--- config.mk ---
export PLATFORM = sky130hd
export DESIGN_NAME = sdrsc_top
export DESIGN_NICKNAME = d
export VERILOG_FILES = /design/src/verilog/sdrsc_pkg.sv /design/src/verilog/sdrsc_top.sv
export SDC_FILE = /design/constraint.sdc
export NUM_CORES = 1
export LEC_CHECK = 0
export BUFFER_PORTS_ARGS = -buffer_cell sky130_fd_sc_hd__buf_2
export CORE_MARGIN = 5
export CORE_UTILIZATION = 41
export CTS_CLUSTER_SIZE = 8
export DETAILED_ROUTE_END_ITERATION = 6
export PLACE_DENSITY_LB_ADDON = 0.2
export SLEW_MARGIN = 20
export SYNTH_ARGS = -nofsm -noshare
export SYNTH_HDL_FRONTEND = slang
export SYNTH_SLANG_ARGS = --single-unit
--- constraint.sdc ---
create_clock -name clk -period 10.3 [get_ports clk]
set_clock_uncertainty 0.1 [all_clocks]
set_input_delay 0.515 -clock clk [delete_from_list [all_inputs] [get_ports clk]]
set_output_delay 0.515 -clock clk [all_outputs]
set_load 0.05 [all_outputs]
--- src/verilog/sdrsc_pkg.sv ---
// Constants for the servo drive run and stop sequencing block
package sdrsc_pkg;
    localparam logic [7:0]  OFS_TYPE     = 8'h00;
    localparam logic [7:0]  OFS_SPD1     = 8'h04;
    localparam logic [7:0]  OFS_SPD2     = 8'h08;
    localparam logic [7:0]  OFS_SPD3     = 8'h0c;
    localparam logic [7:0]  OFS_ACC      = 8'h10;
    localparam logic [7:0]  OFS_DEC      = 8'h14;
    localparam logic [7:0]  OFS_TUNE     = 8'h18;
    localparam logic [7:0]  OFS_STATUS   = 8'h1c;
    localparam logic [7:0]  OFS_IRQ_STAT = 8'h20;
    localparam logic [7:0]  OFS_IRQ_MASK = 8'h24;
    localparam logic [7:0]  OFS_ALM_CLR  = 8'h28;
    localparam logic [7:0]  OFS_ACT_TYPE = 8'h2c;
    localparam logic [15:0] RST_TYPE     = 16'h0100;
    localparam logic [15:0] RST_SPD1     = 16'h03e8;
    localparam logic [15:0] RST_SPD2     = 16'h05dc;
    localparam logic [15:0] RST_SPD3     = 16'h07d0;
    localparam logic [15:0] RST_ACC      = 16'h03e8;
    localparam logic [15:0] RST_DEC      = 16'h01f4;
    localparam logic [3:0]  RST_TUNE     = 4'h1;
    localparam logic [3:0]  DIGIT_SPEED  = 4'h2;
    localparam logic [3:0]  DIGIT_TORQUE = 4'h4;
    localparam logic [7:0]  ALARM_NONE   = 8'h00;
    localparam logic [7:0]  ALARM_EMG    = 8'he6;
    localparam logic [7:0]  ALARM_FAULT  = 8'h10;
    localparam logic [31:0] RATED_RPM    = 32'h00000bb8;
    localparam int          IRQ_ALARM    = 0;
    localparam int          IRQ_SON      = 1;
    localparam int          IRQ_SOFF     = 2;
    localparam int          IRQ_LIMIT    = 3;
    localparam int          CLK_NS       = 100;
    localparam int          MS_NS        = 1000000;
    localparam int          CYCLES_PER_MS = MS_NS / CLK_NS;
    typedef enum logic [1:0] {ST_OFF, ST_ON, ST_ALARM} sdrsc_state_e;
endpackage

--- src/verilog/sdrsc_top.sv ---
// Run and stop sequencing of a servo drive with an APB register slave
`timescale 1ns/1ps
module sdrsc_top #(
    parameter int unsigned CYCLES_PER_MS = sdrsc_pkg::CYCLES_PER_MS
) (
    input  wire logic        clk,
    input  wire logic        rst_n,
    input  wire logic        ce,
    input  wire logic        psel,
    input  wire logic        penable,
    input  wire logic        pwrite,
    input  wire logic [7:0]  paddr,
    input  wire logic [31:0] pwdata,
    output logic      [31:0] prdata,
    output logic             pready,
    output logic             pslverr,
    input  wire logic        power_good,
    input  wire logic        servo_enable_input,
    input  wire logic        emergency_halt_input,
    input  wire logic        forward_travel_limit,
    input  wire logic        reverse_travel_limit,
    input  wire logic        speed_select_a,
    input  wire logic        speed_select_b,
    input  wire logic        direction_input_c,
    input  wire logic        direction_input_d,
    input  wire logic        fault_input,
    input  wire logic        cmd_pulse,
    input  wire logic        cmd_dir,
    output logic             base_enable,
    output logic             dynamic_brake,
    output logic             servo_locked,
    output logic             motor_step,
    output logic             motor_dir,
    output logic signed [16:0] speed_cmd,
    output logic             torque_ccw,
    output logic             torque_cw,
    output logic             autotune_active,
    output logic      [3:0]  gain_level,
    output logic      [7:0]  alarm_code,
    output logic             irq
);
    sdrsc_pkg::sdrsc_state_e state_reg, state_next;
    logic [15:0] type_reg, spd1_reg, spd2_reg, spd3_reg, acc_reg, dec_reg;
    logic [15:0] type_next, spd1_next, spd2_next, spd3_next, acc_next, dec_next;
    logic [15:0] act_type_reg, act_spd1_reg, act_spd2_reg, act_spd3_reg, act_acc_reg, act_dec_reg;
    logic [15:0] act_type_next, act_spd1_next, act_spd2_next, act_spd3_next, act_acc_next, act_dec_next;
    logic [3:0]  tune_reg, tune_next, act_tune_reg, act_tune_next;
    logic [3:0]  irq_stat_reg, irq_stat_next, irq_mask_reg, irq_mask_next, ev;
    logic        pg_reg, alarm_reg, alarm_next;
    logic [7:0]  code_reg, code_next;
    logic [1:0]  lim_reg;
    logic signed [16:0] ref_reg, ref_next, target;
    logic [31:0] ramp_reg, ramp_next, ramp_lim;
    logic        step_reg, step_next, dir_reg, dir_next, tq_ccw_reg, tq_ccw_next, tq_cw_reg, tq_cw_next;
    logic        wr, rd, mapped, power_up, servo_ok, alarm_raise, alarm_hold, alarm_clr;
    logic        is_speed, is_torque, is_pos, fwd_cmd, rev_cmd, fwd_block, rev_block, running;
    logic [15:0] sel_speed;

    // Bus decode; the slave always answers in the access cycle
    assign wr      = psel && penable && pwrite;
    assign rd      = psel && !pwrite;
    assign pready  = 1'b1;
    always_comb begin
        mapped = 1'b1;
        prdata = 32'h00000000;
        case (paddr)
            sdrsc_pkg::OFS_TYPE:     prdata = {16'h0000, type_reg};
            sdrsc_pkg::OFS_SPD1:     prdata = {16'h0000, spd1_reg};
            sdrsc_pkg::OFS_SPD2:     prdata = {16'h0000, spd2_reg};
            sdrsc_pkg::OFS_SPD3:     prdata = {16'h0000, spd3_reg};
            sdrsc_pkg::OFS_ACC:      prdata = {16'h0000, acc_reg};
            sdrsc_pkg::OFS_DEC:      prdata = {16'h0000, dec_reg};
            sdrsc_pkg::OFS_TUNE:     prdata = {28'h0000000, tune_reg};
            sdrsc_pkg::OFS_STATUS:   prdata = {4'h0, ref_reg, alarm_code, alarm_reg, state_reg};
            sdrsc_pkg::OFS_IRQ_STAT: prdata = {28'h0000000, irq_stat_reg};
            sdrsc_pkg::OFS_IRQ_MASK: prdata = {28'h0000000, irq_mask_reg};
            sdrsc_pkg::OFS_ALM_CLR:  prdata = 32'h00000000;
            sdrsc_pkg::OFS_ACT_TYPE: prdata = {16'h0000, act_type_reg};
            default:                 mapped = 1'b0;
        endcase
        if (!rd) begin
            prdata = 32'h00000000;
        end
    end
    assign pslverr = psel && penable && !mapped;

    // Staged parameters written by software, copied to the active set at power on
    assign power_up = power_good && !pg_reg;
    always_comb begin
        type_next = type_reg;
        spd1_next = spd1_reg;
        spd2_next = spd2_reg;
        spd3_next = spd3_reg;
        acc_next  = acc_reg;
        dec_next  = dec_reg;
        tune_next = tune_reg;
        if (wr) begin
            case (paddr)
                sdrsc_pkg::OFS_TYPE: type_next = pwdata[15:0];
                sdrsc_pkg::OFS_SPD1: spd1_next = pwdata[15:0];
                sdrsc_pkg::OFS_SPD2: spd2_next = pwdata[15:0];
                sdrsc_pkg::OFS_SPD3: spd3_next = pwdata[15:0];
                sdrsc_pkg::OFS_ACC:  acc_next  = pwdata[15:0];
                sdrsc_pkg::OFS_DEC:  dec_next  = pwdata[15:0];
                sdrsc_pkg::OFS_TUNE: tune_next = pwdata[3:0];
                default: ;
            endcase
        end
        act_type_next = act_type_reg;
        act_spd1_next = act_spd1_reg;
        act_spd2_next = act_spd2_reg;
        act_spd3_next = act_spd3_reg;
        act_acc_next  = act_acc_reg;
        act_dec_next  = act_dec_reg;
        act_tune_next = act_tune_reg;
        if (power_up) begin
            act_type_next = type_reg;
            act_spd1_next = spd1_reg;
            act_spd2_next = spd2_reg;
            act_spd3_next = spd3_reg;
            act_acc_next  = acc_reg;
            act_dec_next  = dec_reg;
            act_tune_next = tune_reg;
        end
    end
    always_ff @(posedge clk or negedge rst_n) begin
        if (!rst_n) begin
            type_reg     <= sdrsc_pkg::RST_TYPE;
            spd1_reg     <= sdrsc_pkg::RST_SPD1;
            spd2_reg     <= sdrsc_pkg::RST_SPD2;
            spd3_reg     <= sdrsc_pkg::RST_SPD3;
            acc_reg      <= sdrsc_pkg::RST_ACC;
            dec_reg      <= sdrsc_pkg::RST_DEC;
            tune_reg     <= sdrsc_pkg::RST_TUNE;
            act_type_reg <= sdrsc_pkg::RST_TYPE;
            act_spd1_reg <= sdrsc_pkg::RST_SPD1;
            act_spd2_reg <= sdrsc_pkg::RST_SPD2;
            act_spd3_reg <= sdrsc_pkg::RST_SPD3;
            act_acc_reg  <= sdrsc_pkg::RST_ACC;
            act_dec_reg  <= sdrsc_pkg::RST_DEC;
            act_tune_reg <= sdrsc_pkg::RST_TUNE;
            pg_reg       <= 1'b0;
        end else if (ce) begin
            type_reg     <= type_next;
            spd1_reg     <= spd1_next;
            spd2_reg     <= spd2_next;
            spd3_reg     <= spd3_next;
            acc_reg      <= acc_next;
            dec_reg      <= dec_next;
            tune_reg     <= tune_next;
            act_type_reg <= act_type_next;
            act_spd1_reg <= act_spd1_next;
            act_spd2_reg <= act_spd2_next;
            act_spd3_reg <= act_spd3_next;
            act_acc_reg  <= act_acc_next;
            act_dec_reg  <= act_dec_next;
            act_tune_reg <= act_tune_next;
            pg_reg       <= power_good;
        end
    end

    // Mode decode and direction inputs
    assign is_speed  = act_type_reg[3:0] == sdrsc_pkg::DIGIT_SPEED;
    assign is_torque = act_type_reg[3:0] == sdrsc_pkg::DIGIT_TORQUE;
    assign is_pos    = !is_speed && !is_torque;
    assign fwd_cmd   = is_torque ? direction_input_d : direction_input_c;
    assign rev_cmd   = is_torque ? direction_input_c : direction_input_d;
    assign fwd_block = !forward_travel_limit;
    assign rev_block = !reverse_travel_limit;
    always_comb begin
        case ({speed_select_b, speed_select_a})
            2'b01:   sel_speed = act_spd1_reg;
            2'b10:   sel_speed = act_spd2_reg;
            2'b11:   sel_speed = act_spd3_reg;
            default: sel_speed = 16'h0000;
        endcase
    end

    // Alarm latch; a new cause wins over a clear in the same cycle
    assign servo_ok    = power_good && servo_enable_input;
    assign alarm_raise = !emergency_halt_input || fault_input;
    assign alarm_hold  = alarm_reg || alarm_raise;
    assign alarm_clr   = wr && paddr == sdrsc_pkg::OFS_ALM_CLR && pwdata[0];
    always_comb begin
        alarm_next = alarm_reg;
        code_next  = code_reg;
        if (alarm_raise) begin
            alarm_next = 1'b1;
            code_next  = !emergency_halt_input ? sdrsc_pkg::ALARM_EMG : sdrsc_pkg::ALARM_FAULT;
        end else if (alarm_clr) begin
            alarm_next = 1'b0;
            code_next  = sdrsc_pkg::ALARM_NONE;
        end
        state_next = state_reg;
        case (state_reg)
            sdrsc_pkg::ST_OFF:   if (servo_ok) state_next = sdrsc_pkg::ST_ON;
            sdrsc_pkg::ST_ON:    if (!servo_ok) state_next = sdrsc_pkg::ST_OFF;
            sdrsc_pkg::ST_ALARM: if (!alarm_reg) state_next = sdrsc_pkg::ST_OFF;
            default:             state_next = sdrsc_pkg::ST_OFF;
        endcase
        if (alarm_hold) begin
            state_next = sdrsc_pkg::ST_ALARM;
        end
    end
    always_ff @(posedge clk or negedge rst_n) begin
        if (!rst_n) begin
            state_reg <= sdrsc_pkg::ST_OFF;
            alarm_reg <= 1'b0;
            code_reg  <= sdrsc_pkg::ALARM_NONE;
        end else if (ce) begin
            state_reg <= state_next;
            alarm_reg <= alarm_next;
            code_reg  <= code_next;
        end
    end
    assign running       = state_reg == sdrsc_pkg::ST_ON;
    assign base_enable   = running;
    assign servo_locked  = running;
    assign dynamic_brake = state_reg == sdrsc_pkg::ST_ALARM;
    assign alarm_code    = code_reg;
    assign autotune_active = running;
    assign gain_level    = act_tune_reg;

    // Speed reference with ramp; in speed mode a travel limit zeroes it at once
    always_comb begin
        target = 17'sh00000;
        if (fwd_cmd && !rev_cmd && !fwd_block) begin
            target = signed'({1'b0, sel_speed});
        end else if (rev_cmd && !fwd_cmd && !rev_block) begin
            target = -signed'({1'b0, sel_speed});
        end
        if ((target > 0 && ref_reg >= 0) || (target < 0 && ref_reg <= 0)) begin
            ramp_lim = 32'(act_acc_reg * CYCLES_PER_MS);
        end else begin
            ramp_lim = 32'(act_dec_reg * CYCLES_PER_MS);
        end
        ref_next  = ref_reg;
        ramp_next = 32'h00000000;
        if (!running || is_pos) begin
            ref_next = 17'sh00000;
        end else if (is_torque) begin
            ref_next = signed'({1'b0, sel_speed});
        end else if ((ref_reg > 0 && fwd_block) || (ref_reg < 0 && rev_block)) begin
            ref_next = 17'sh00000;
        end else if (ref_reg != target) begin
            if (ramp_lim == 32'h00000000) begin
                ref_next = target;
            end else begin
                ramp_next = ramp_reg + sdrsc_pkg::RATED_RPM;
                if (ramp_next >= ramp_lim) begin
                    ramp_next = ramp_next - ramp_lim;
                    ref_next  = target > ref_reg ? ref_reg + 17'sh00001 : ref_reg - 17'sh00001;
                end
            end
        end
        tq_ccw_next = running && is_torque && fwd_cmd && !rev_cmd && !fwd_block;
        tq_cw_next  = running && is_torque && rev_cmd && !fwd_cmd && !rev_block;
        step_next   = running && is_pos && cmd_pulse && !(cmd_dir ? fwd_block : rev_block);
        dir_next    = cmd_pulse ? cmd_dir : dir_reg;
    end
    always_ff @(posedge clk or negedge rst_n) begin
        if (!rst_n) begin
            ref_reg    <= 17'sh00000;
            ramp_reg   <= 32'h00000000;
            tq_ccw_reg <= 1'b0;
            tq_cw_reg  <= 1'b0;
            step_reg   <= 1'b0;
            dir_reg    <= 1'b0;
        end else if (ce) begin
            ref_reg    <= ref_next;
            ramp_reg   <= ramp_next;
            tq_ccw_reg <= tq_ccw_next;
            tq_cw_reg  <= tq_cw_next;
            step_reg   <= step_next;
            dir_reg    <= dir_next;
        end
    end
    assign speed_cmd  = ref_reg;
    assign torque_ccw = tq_ccw_reg;
    assign torque_cw  = tq_cw_reg;
    assign motor_step = step_reg;
    assign motor_dir  = dir_reg;

    // Sticky events, write one to clear, set wins
    always_comb begin
        ev = 4'h0;
        ev[sdrsc_pkg::IRQ_ALARM] = alarm_raise && !alarm_reg;
        ev[sdrsc_pkg::IRQ_SON]   = !running && state_next == sdrsc_pkg::ST_ON;
        ev[sdrsc_pkg::IRQ_SOFF]  = running && state_next != sdrsc_pkg::ST_ON;
        ev[sdrsc_pkg::IRQ_LIMIT] = (fwd_block && !lim_reg[0]) || (rev_block && !lim_reg[1]);
        irq_stat_next = irq_stat_reg;
        irq_mask_next = irq_mask_reg;
        if (wr && paddr == sdrsc_pkg::OFS_IRQ_STAT) begin
            irq_stat_next = irq_stat_reg & ~pwdata[3:0];
        end
        if (wr && paddr == sdrsc_pkg::OFS_IRQ_MASK) begin
            irq_mask_next = pwdata[3:0];
        end
        irq_stat_next = irq_stat_next | ev;
    end
    always_ff @(posedge clk or negedge rst_n) begin
        if (!rst_n) begin
            irq_stat_reg <= 4'h0;
            irq_mask_reg <= 4'h0;
            lim_reg      <= 2'b00;
        end else if (ce) begin
            irq_stat_reg <= irq_stat_next;
            irq_mask_reg <= irq_mask_next;
            lim_reg      <= {rev_block, fwd_block};
        end
    end
    assign irq = |(irq_stat_reg & irq_mask_reg);
endmodule

* After elaboration in Yosys (flattened, before gate mapping)
Index checks and enable logic that the tools add are counted.
** Storage, ports and cells
- Register bits after elaboration :: 275
- Output and inout bits :: 72
** Cells by class
- Add/subtract/negate cells :: 5
- $mul :: 2
- Magnitude comparators :: 8
- Equal/unequal tests :: 21
- Mux-type cells :: 34
- Bitwise operators :: 4
- Reduce and logical (&&, ||, !) cells :: 75
** Operators by type and width (number)
- $pmux W28 S11 :: 1
- $mux W32 :: 7
- $mux W17 :: 9
- $mul A16 B10 Y26 const B :: 2
- $pmux W16 S3 :: 1
- $gt A17 B1 Y1 const B :: 2
- $logic_and A1 B1 Y1 :: 34
- $lt A17 B1 Y1 const B :: 2
- $add A32 B12 Y32 const B :: 1
- $eq A8 B5 Y1 const B :: 4
- $eq A8 B6 Y1 const B :: 4
- $ge A32 B32 Y1 :: 1
- $logic_not A32 Y1 :: 1
- $sub A32 B32 Y32 :: 1
- $mux W30 :: 1
- $mux W8 :: 3
- $reduce_and A3 Y1 :: 8
- $add A17 B2 Y17 const B :: 1
- $ge A17 B1 Y1 const B :: 1
- $gt A17 B17 Y1 :: 1
- $le A17 B1 Y1 const B :: 1
- $ne A17 B17 Y1 :: 1
- $neg A16 Y17 :: 1
- $sub A17 B2 Y17 const B :: 1
- 24 further kinds :: 60

* Logic depth before layout (Yosys ltp)
- Depth in word-level cells :: 18
- Depth in mapped cells :: 35
- Depth with buffers taken out :: 33

* Worst setup path after synthesis
Ideal clock, no wire load.
- Path kind :: register -> register
- Start point :: reg act_acc_reg[5]
- End point :: reg ramp_reg[28]
- Library setup time :: 0.064 ns
- Arrival time :: 7.039 ns
- Data required time :: 10.136 ns
- Setup slack :: 3.096 ns
- Cell stages (with the launch flop) :: 34
- Cell sequence :: dfstp_2 > inv_1 > fa_1 > inv_1 > ha_1 > inv_1 > fa_1 > inv_1 > ha_1 > inv_1 > fa_1 > inv_1 > ha_1 > or2_2 > a21oi_1 > a211oi_1 > o31ai_1 > a21boi_0 > or3_1 > and2_1 > mux2i_1 > ha_1 > a21oi_1 > o21bai_1 > a21oi_1 > nor2b_1 > o21ai_0 > nand3_1 > a41oi_1 > nand2_1 > clkbuf_1 > clkbuf_1 > a211oi_1 > a21o_1
** Between the ends
- Word-level cells in the longest chain between the ends :: 9
- Elaborated cells between the ends (all ways) :: 11
** RTL lines
- from (decl) :: RTL line sdrsc_top.sv:45 : logic [15:0] act_type_reg, act_spd1_reg, act_spd2_reg, act_spd3_reg, act_acc_reg, act_dec_reg;
- from (signal assigned) :: RTL line sdrsc_top.sv:139 : act_acc_reg <= sdrsc_pkg::RST_ACC;
- from (signal assigned) :: RTL line sdrsc_top.sv:155 : act_acc_reg <= act_acc_next;
- $mul A16 B10 Y26 * :: RTL line sdrsc_top.sv:233 : ramp_lim = 32'(act_acc_reg * CYCLES_PER_MS);
- $mux W30 * :: RTL line sdrsc_top.sv:232 : if ((target > 0 && ref_reg >= 0) || (target < 0 && ref_reg <= 0)) begin
- $sub A32 B32 Y32 / $ge A32 B32 Y1 (equally long branches) :: RTL line sdrsc_top.sv:251, sdrsc_top.sv:250
- $mux W32 :: RTL line sdrsc_top.sv:250 : if (ramp_next >= ramp_lim) begin
- $mux W32 * :: RTL line sdrsc_top.sv:246 : if (ramp_lim == 32'h00000000) begin
- $mux W32 * :: RTL line sdrsc_top.sv:245 : end else if (ref_reg != target) begin
- $mux W32 * :: RTL line sdrsc_top.sv:243 : end else if ((ref_reg > 0 && fwd_block) || (ref_reg < 0 && rev_block)) begin
- $mux W32 * :: RTL line sdrsc_top.sv:241 : end else if (is_torque) begin
- $mux W32 * :: RTL line sdrsc_top.sv:239 : if (!running || is_pos) begin
- to (signal assigned) :: RTL line sdrsc_top.sv:271 : ramp_reg <= ramp_next;
- to (decl) :: RTL line sdrsc_top.sv:53 : logic [31:0] ramp_reg, ramp_next, ramp_lim;
Mark *: on every way between the ends. The rest lies on a longest branch, timed or not.
A chain may end at the register's enable or synchronous reset.

* Worst setup path in the final report
- Start point :: reg act_acc_reg[6]
- End point :: reg ref_reg[0], in the netlist speed_cmd[0]
** Between the ends
- Word-level cells in the longest chain between the ends :: 8
- Elaborated cells between the ends (all ways) :: 11
** RTL lines
- $mul A16 B10 Y26 * :: RTL line sdrsc_top.sv:233
- $mux W30 * :: RTL line sdrsc_top.sv:232
- branches (longest 6 deep; another with $ge A32 B32 Y1)
- to (signal assigned) :: RTL line sdrsc_top.sv:270 : ref_reg <= ref_next;
- to (decl) :: RTL line sdrsc_top.sv:52 : logic signed [16:0] ref_reg, ref_next, target;
Every way passes the cells marked *. The select of a mux whose other input is x is not followed.

==> metrics.md <==
| Metric | Value |
|---|---|
| Clock root buffer | `clkbuf_16` |
| Sw power | `0.930 mW` |
| Port Buffers | `about 110` |
| Lkg Pwr | `12.0 nW` |
| Min Clock Period, post-route | `just over 8 ns` |
| Logic pwr share | `around a quarter` |
| Worst EP required | `approximately 11 ns` |
| Die Ht | `241 um` |
| Routed WL per cell | `about 22 um` |
| Crit path max-delay family | `compound AO/OA/AOI/OAI gates` |
| Synth Area in XOR/XNOR | `about 3.4%` |
| Setup violators final | `0` |
| Detail Route Antenna Nets | `0` |
| CTS max path bufs | `3` |
| Critical path type | `reg2reg` |
| DRC violations left | `0` |
| Cells after synthesis | `approximately 2200` |
| Status | `finished clean` |
| Die X | `241 um` |
| Slew Limit Headroom | `between 20% and 30%` |
| Clk pwr share | `between 40% and 50%` |
| Main combinational cell family by area after synthesis | `adder cells` |
| Area Overhead vs Synth | `10.7%` |
| Fmax achieved | `approximately 120 MHz` |
| Flop2flop setup slack | `roughly 2.0 ns` |
| Hold Slack | `roughly 0.12 ns` |
| Inserted Clock Buffers | `39` |
| Full die area | `57800 um^2` |
| Final Slew Violations | `0` |
| Synth warnings | `0` |
| CP Buf/Inv Count | `7` |
| Register area | `6740 um^2` |
| WL final | `65.6 mm` |
| Fin nets | `roughly 2600` |
| Post-DP HPWL | `between 50 and 60 mm` |
| Kind of start point of the critical path | `flop` |
| HP Class | `in2reg` |
| WHS Endpoint | `motor_dir$_DFFE_PN0P_` |
| Critical path's largest stage delay | `approximately 0.58 ns` |
| RR Endpoint | `speed_cmd[0]$_DFFE_PN0P_` |
| Starting Density | `approximately 41%` |
| Row Count | `84` |
| First-pass GRT wire length | `between 100 and 150 mm` |
| Clock transition at path regs | `~0.060 ns` |
| Synth Area in Adders | `a little under a fifth` |
| Mux share of post-synthesis cell area | `13.7%` |
| Switch share | `a little under a third` |
| Post-synth EDFFs | `0` |
| Gr usage total | `between 20% and 30%` |
| # diodes | `0` |
| CTS H-tree lvls | `2` |
| Unique masters post-synth | `87` |
| Clock Latency Late Sink | `approximately 0.55 ns` |
| Final Hold Viols | `0` |
| FF-to-FF Start | `act_acc_reg[6]$_DFFE_PN1P_` |
| DR iter-0 viols | `~1300` |
| Worst-Margin Slew | `1.12 ns` |
| Synth Register Bits | `approximately 270` |
| GRT overflow | `0` |
| Largest net degree at the start of global routing | `80` |
| Asr flop ratio synth | `100%` |
| Crit-path max FO | `14` |
| Initial antenna violation count | `7` |
| Drt pass-1 iters | `6` |
| Vias in the first global route | `~18000` |
| CTS tree | `done` |
| GPL Wtd Cong | `approximately 0.90` |
| PostCTS Resize Cnt | `0` |
| Vias | `17483` |
| Internal | `2.03 mW` |
| Max FFs per register | `29` |
| Setup TNS | `0 ns` |
| Clock sinks | `266` |
| Maxcap violations | `0` |
| Final period util | `between 80% and 90%` |
| Crit-path slowest cell | `dfstp_2` |
| Hold depth | `2` |
| Worst hold path startpoint | `cmd_dir` |
| Vias per cell | `5.78` |
| Post-Synth Simple-Gate Area | `around an eighth` |
| Reg power frac | `between 30 and 40%` |
| Main flop type after synthesis | `dfrtp_1` |
| Multi-input logic area | `around 14000 um^2` |
| Area of the mapped netlist | `21800 um^2` |
| Worst Path Arrival | `8.64 ns` |
| R2R cell count | `32` |
| Layout fillers | `between 5000 and 6000` |
| Core area | `52600 um^2` |
| Max rail drop VDD | `0.000136 V` |
| Sequential fraction of the synthesis area | `a little under a third` |
| Compound-cell area share of the yosys netlist | `approximately 15%` |
| RSZ-0062 raised after global routing | `false` |
| Pwr per Cell Area | `123 nW/um^2` |
| I/O pin total | `130` |
| Share of cells above drive strength 1 | `about a fifth` |
| Worst setup EP type | `flop` |
| Most used cell, CP | `inv_1` |
| Avg Inst Size Synth | `between 9 and 10 um^2` |
cell type report:
class | count | area share [%]
Clock buffer | 66 | 4.51
Clock inverter | 2 | 0.119
Inverter | 258 | 4.01
Multi-Input combinational cell | 1615 | 56.8
Sequential cell | 266 | 27.9
Tap cell | 688 | 3.57
Timing Repair Buffer | 132 | 3.06
logic make-up after synthesis:
group,after synthesis
other,2
AOI/OAI and AO/OA,467
muxes,268
and+or+nand+nor,516
adders and majority gates,272
DFF,266
buffers and inverters,351
xor gates and xnor gates,85
through the flow:
step                utilization [%]  instance area [um^2]  setup WS [ns]  power [mW]  std cells
floorplan                         -                 21800           3.10        1.60       2232
global placement               43.7                 23000           1.73        1.77       2958
detailed placement             43.7                 23000           1.71        1.77       2958
CTS                            45.9                 24100           1.98        2.99       3027
global route                   45.9                 24100           1.34        3.11       3027
finish                         45.9                 24100           1.99        2.96       3027
power groups by stage:
stage	clock, mW	sequential, mW	combinational [mW]
finish	1.20	1.08	0.689
global route	1.27	1.08	0.762
CTS	1.22	1.08	0.688
detailed placement	0	1.09	0.682
global placement	0	1.09	0.675
floorplan	0	1.10	0.500
synth_stat cells, types with 49 or more instances:
library cell | instances | area, um^2
nor3_1 | 49 | 245
nand2_1 | 138 | 518
a21oi_1 | 99 | 495
fa_1 | 72 | 1440
o21ai_0 | 55 | 275
mux2_2 | 222 | 2500
clkbuf_1 | 63 | 236
ha_1 | 200 | 2500
inv_1 | 258 | 968
dfrtp_1 | 200 | 5000
dfstp_2 | 66 | 1730
xnor2_1 | 67 | 587
nor2_1 | 96 | 360
nand3_1 | 50 | 250
repair_timing:
| item | 4_1_cts | 5_1_grt |
|---|---|---|
| hold endpoints to repair | 53 | 0 |
| hold buffers | 1 | 0 |
| setup buffers | 0 | 0 |
worst max path at each step:
| stage | from | end | slack [ns] | cells after the start |
|---|---|---|---|---|
| floorplan | act_acc_reg[5]$_DFFE_PN1P_ | ramp_reg[28]$_DFFE_PN0P_ | 3.10 | 33 |
| global placement | speed_select_b | speed_cmd[0]$_DFFE_PN0P_ | 1.73 | 29 |
| detailed placement | speed_select_b | speed_cmd[0]$_DFFE_PN0P_ | 1.71 | 29 |
| CTS | act_dec_reg[4]$_DFFE_PN1P_ | speed_cmd[0]$_DFFE_PN0P_ | 1.98 | 30 |
| global route | act_acc_reg[6]$_DFFE_PN1P_ | speed_cmd[0]$_DFFE_PN0P_ | 1.34 | 32 |
| finish | act_acc_reg[6]$_DFFE_PN1P_ | speed_cmd[0]$_DFFE_PN0P_ | 1.99 | 32 |
layout by cell type (no fill, tap or decap), types with 66 or more instances in the layout:
cell type,n
a21oi_1,99
buf_2,105
dfrtp_1,200
dfstp_2,66
fa_1,72
ha_1,200
inv_1,258
mux2_2,222
nand2_1,137
nor2_1,94
xnor2_1,67
routing by layer:
metal / vias up / wire length (um) / track usage (%) / share of wire, %
met5: - / 55 / 0 / 0.084
met4: 8 / 1910 / 6.41 / 2.9
met3: 129 / 4030 / 4.87 / 6.2
met2: 481 / 29400 / 35.0 / 45
met1: 8629 / 30200 / 31.8 / 46
li1: 8236 / - / - / -
Power figures use the tool's default switching activity.
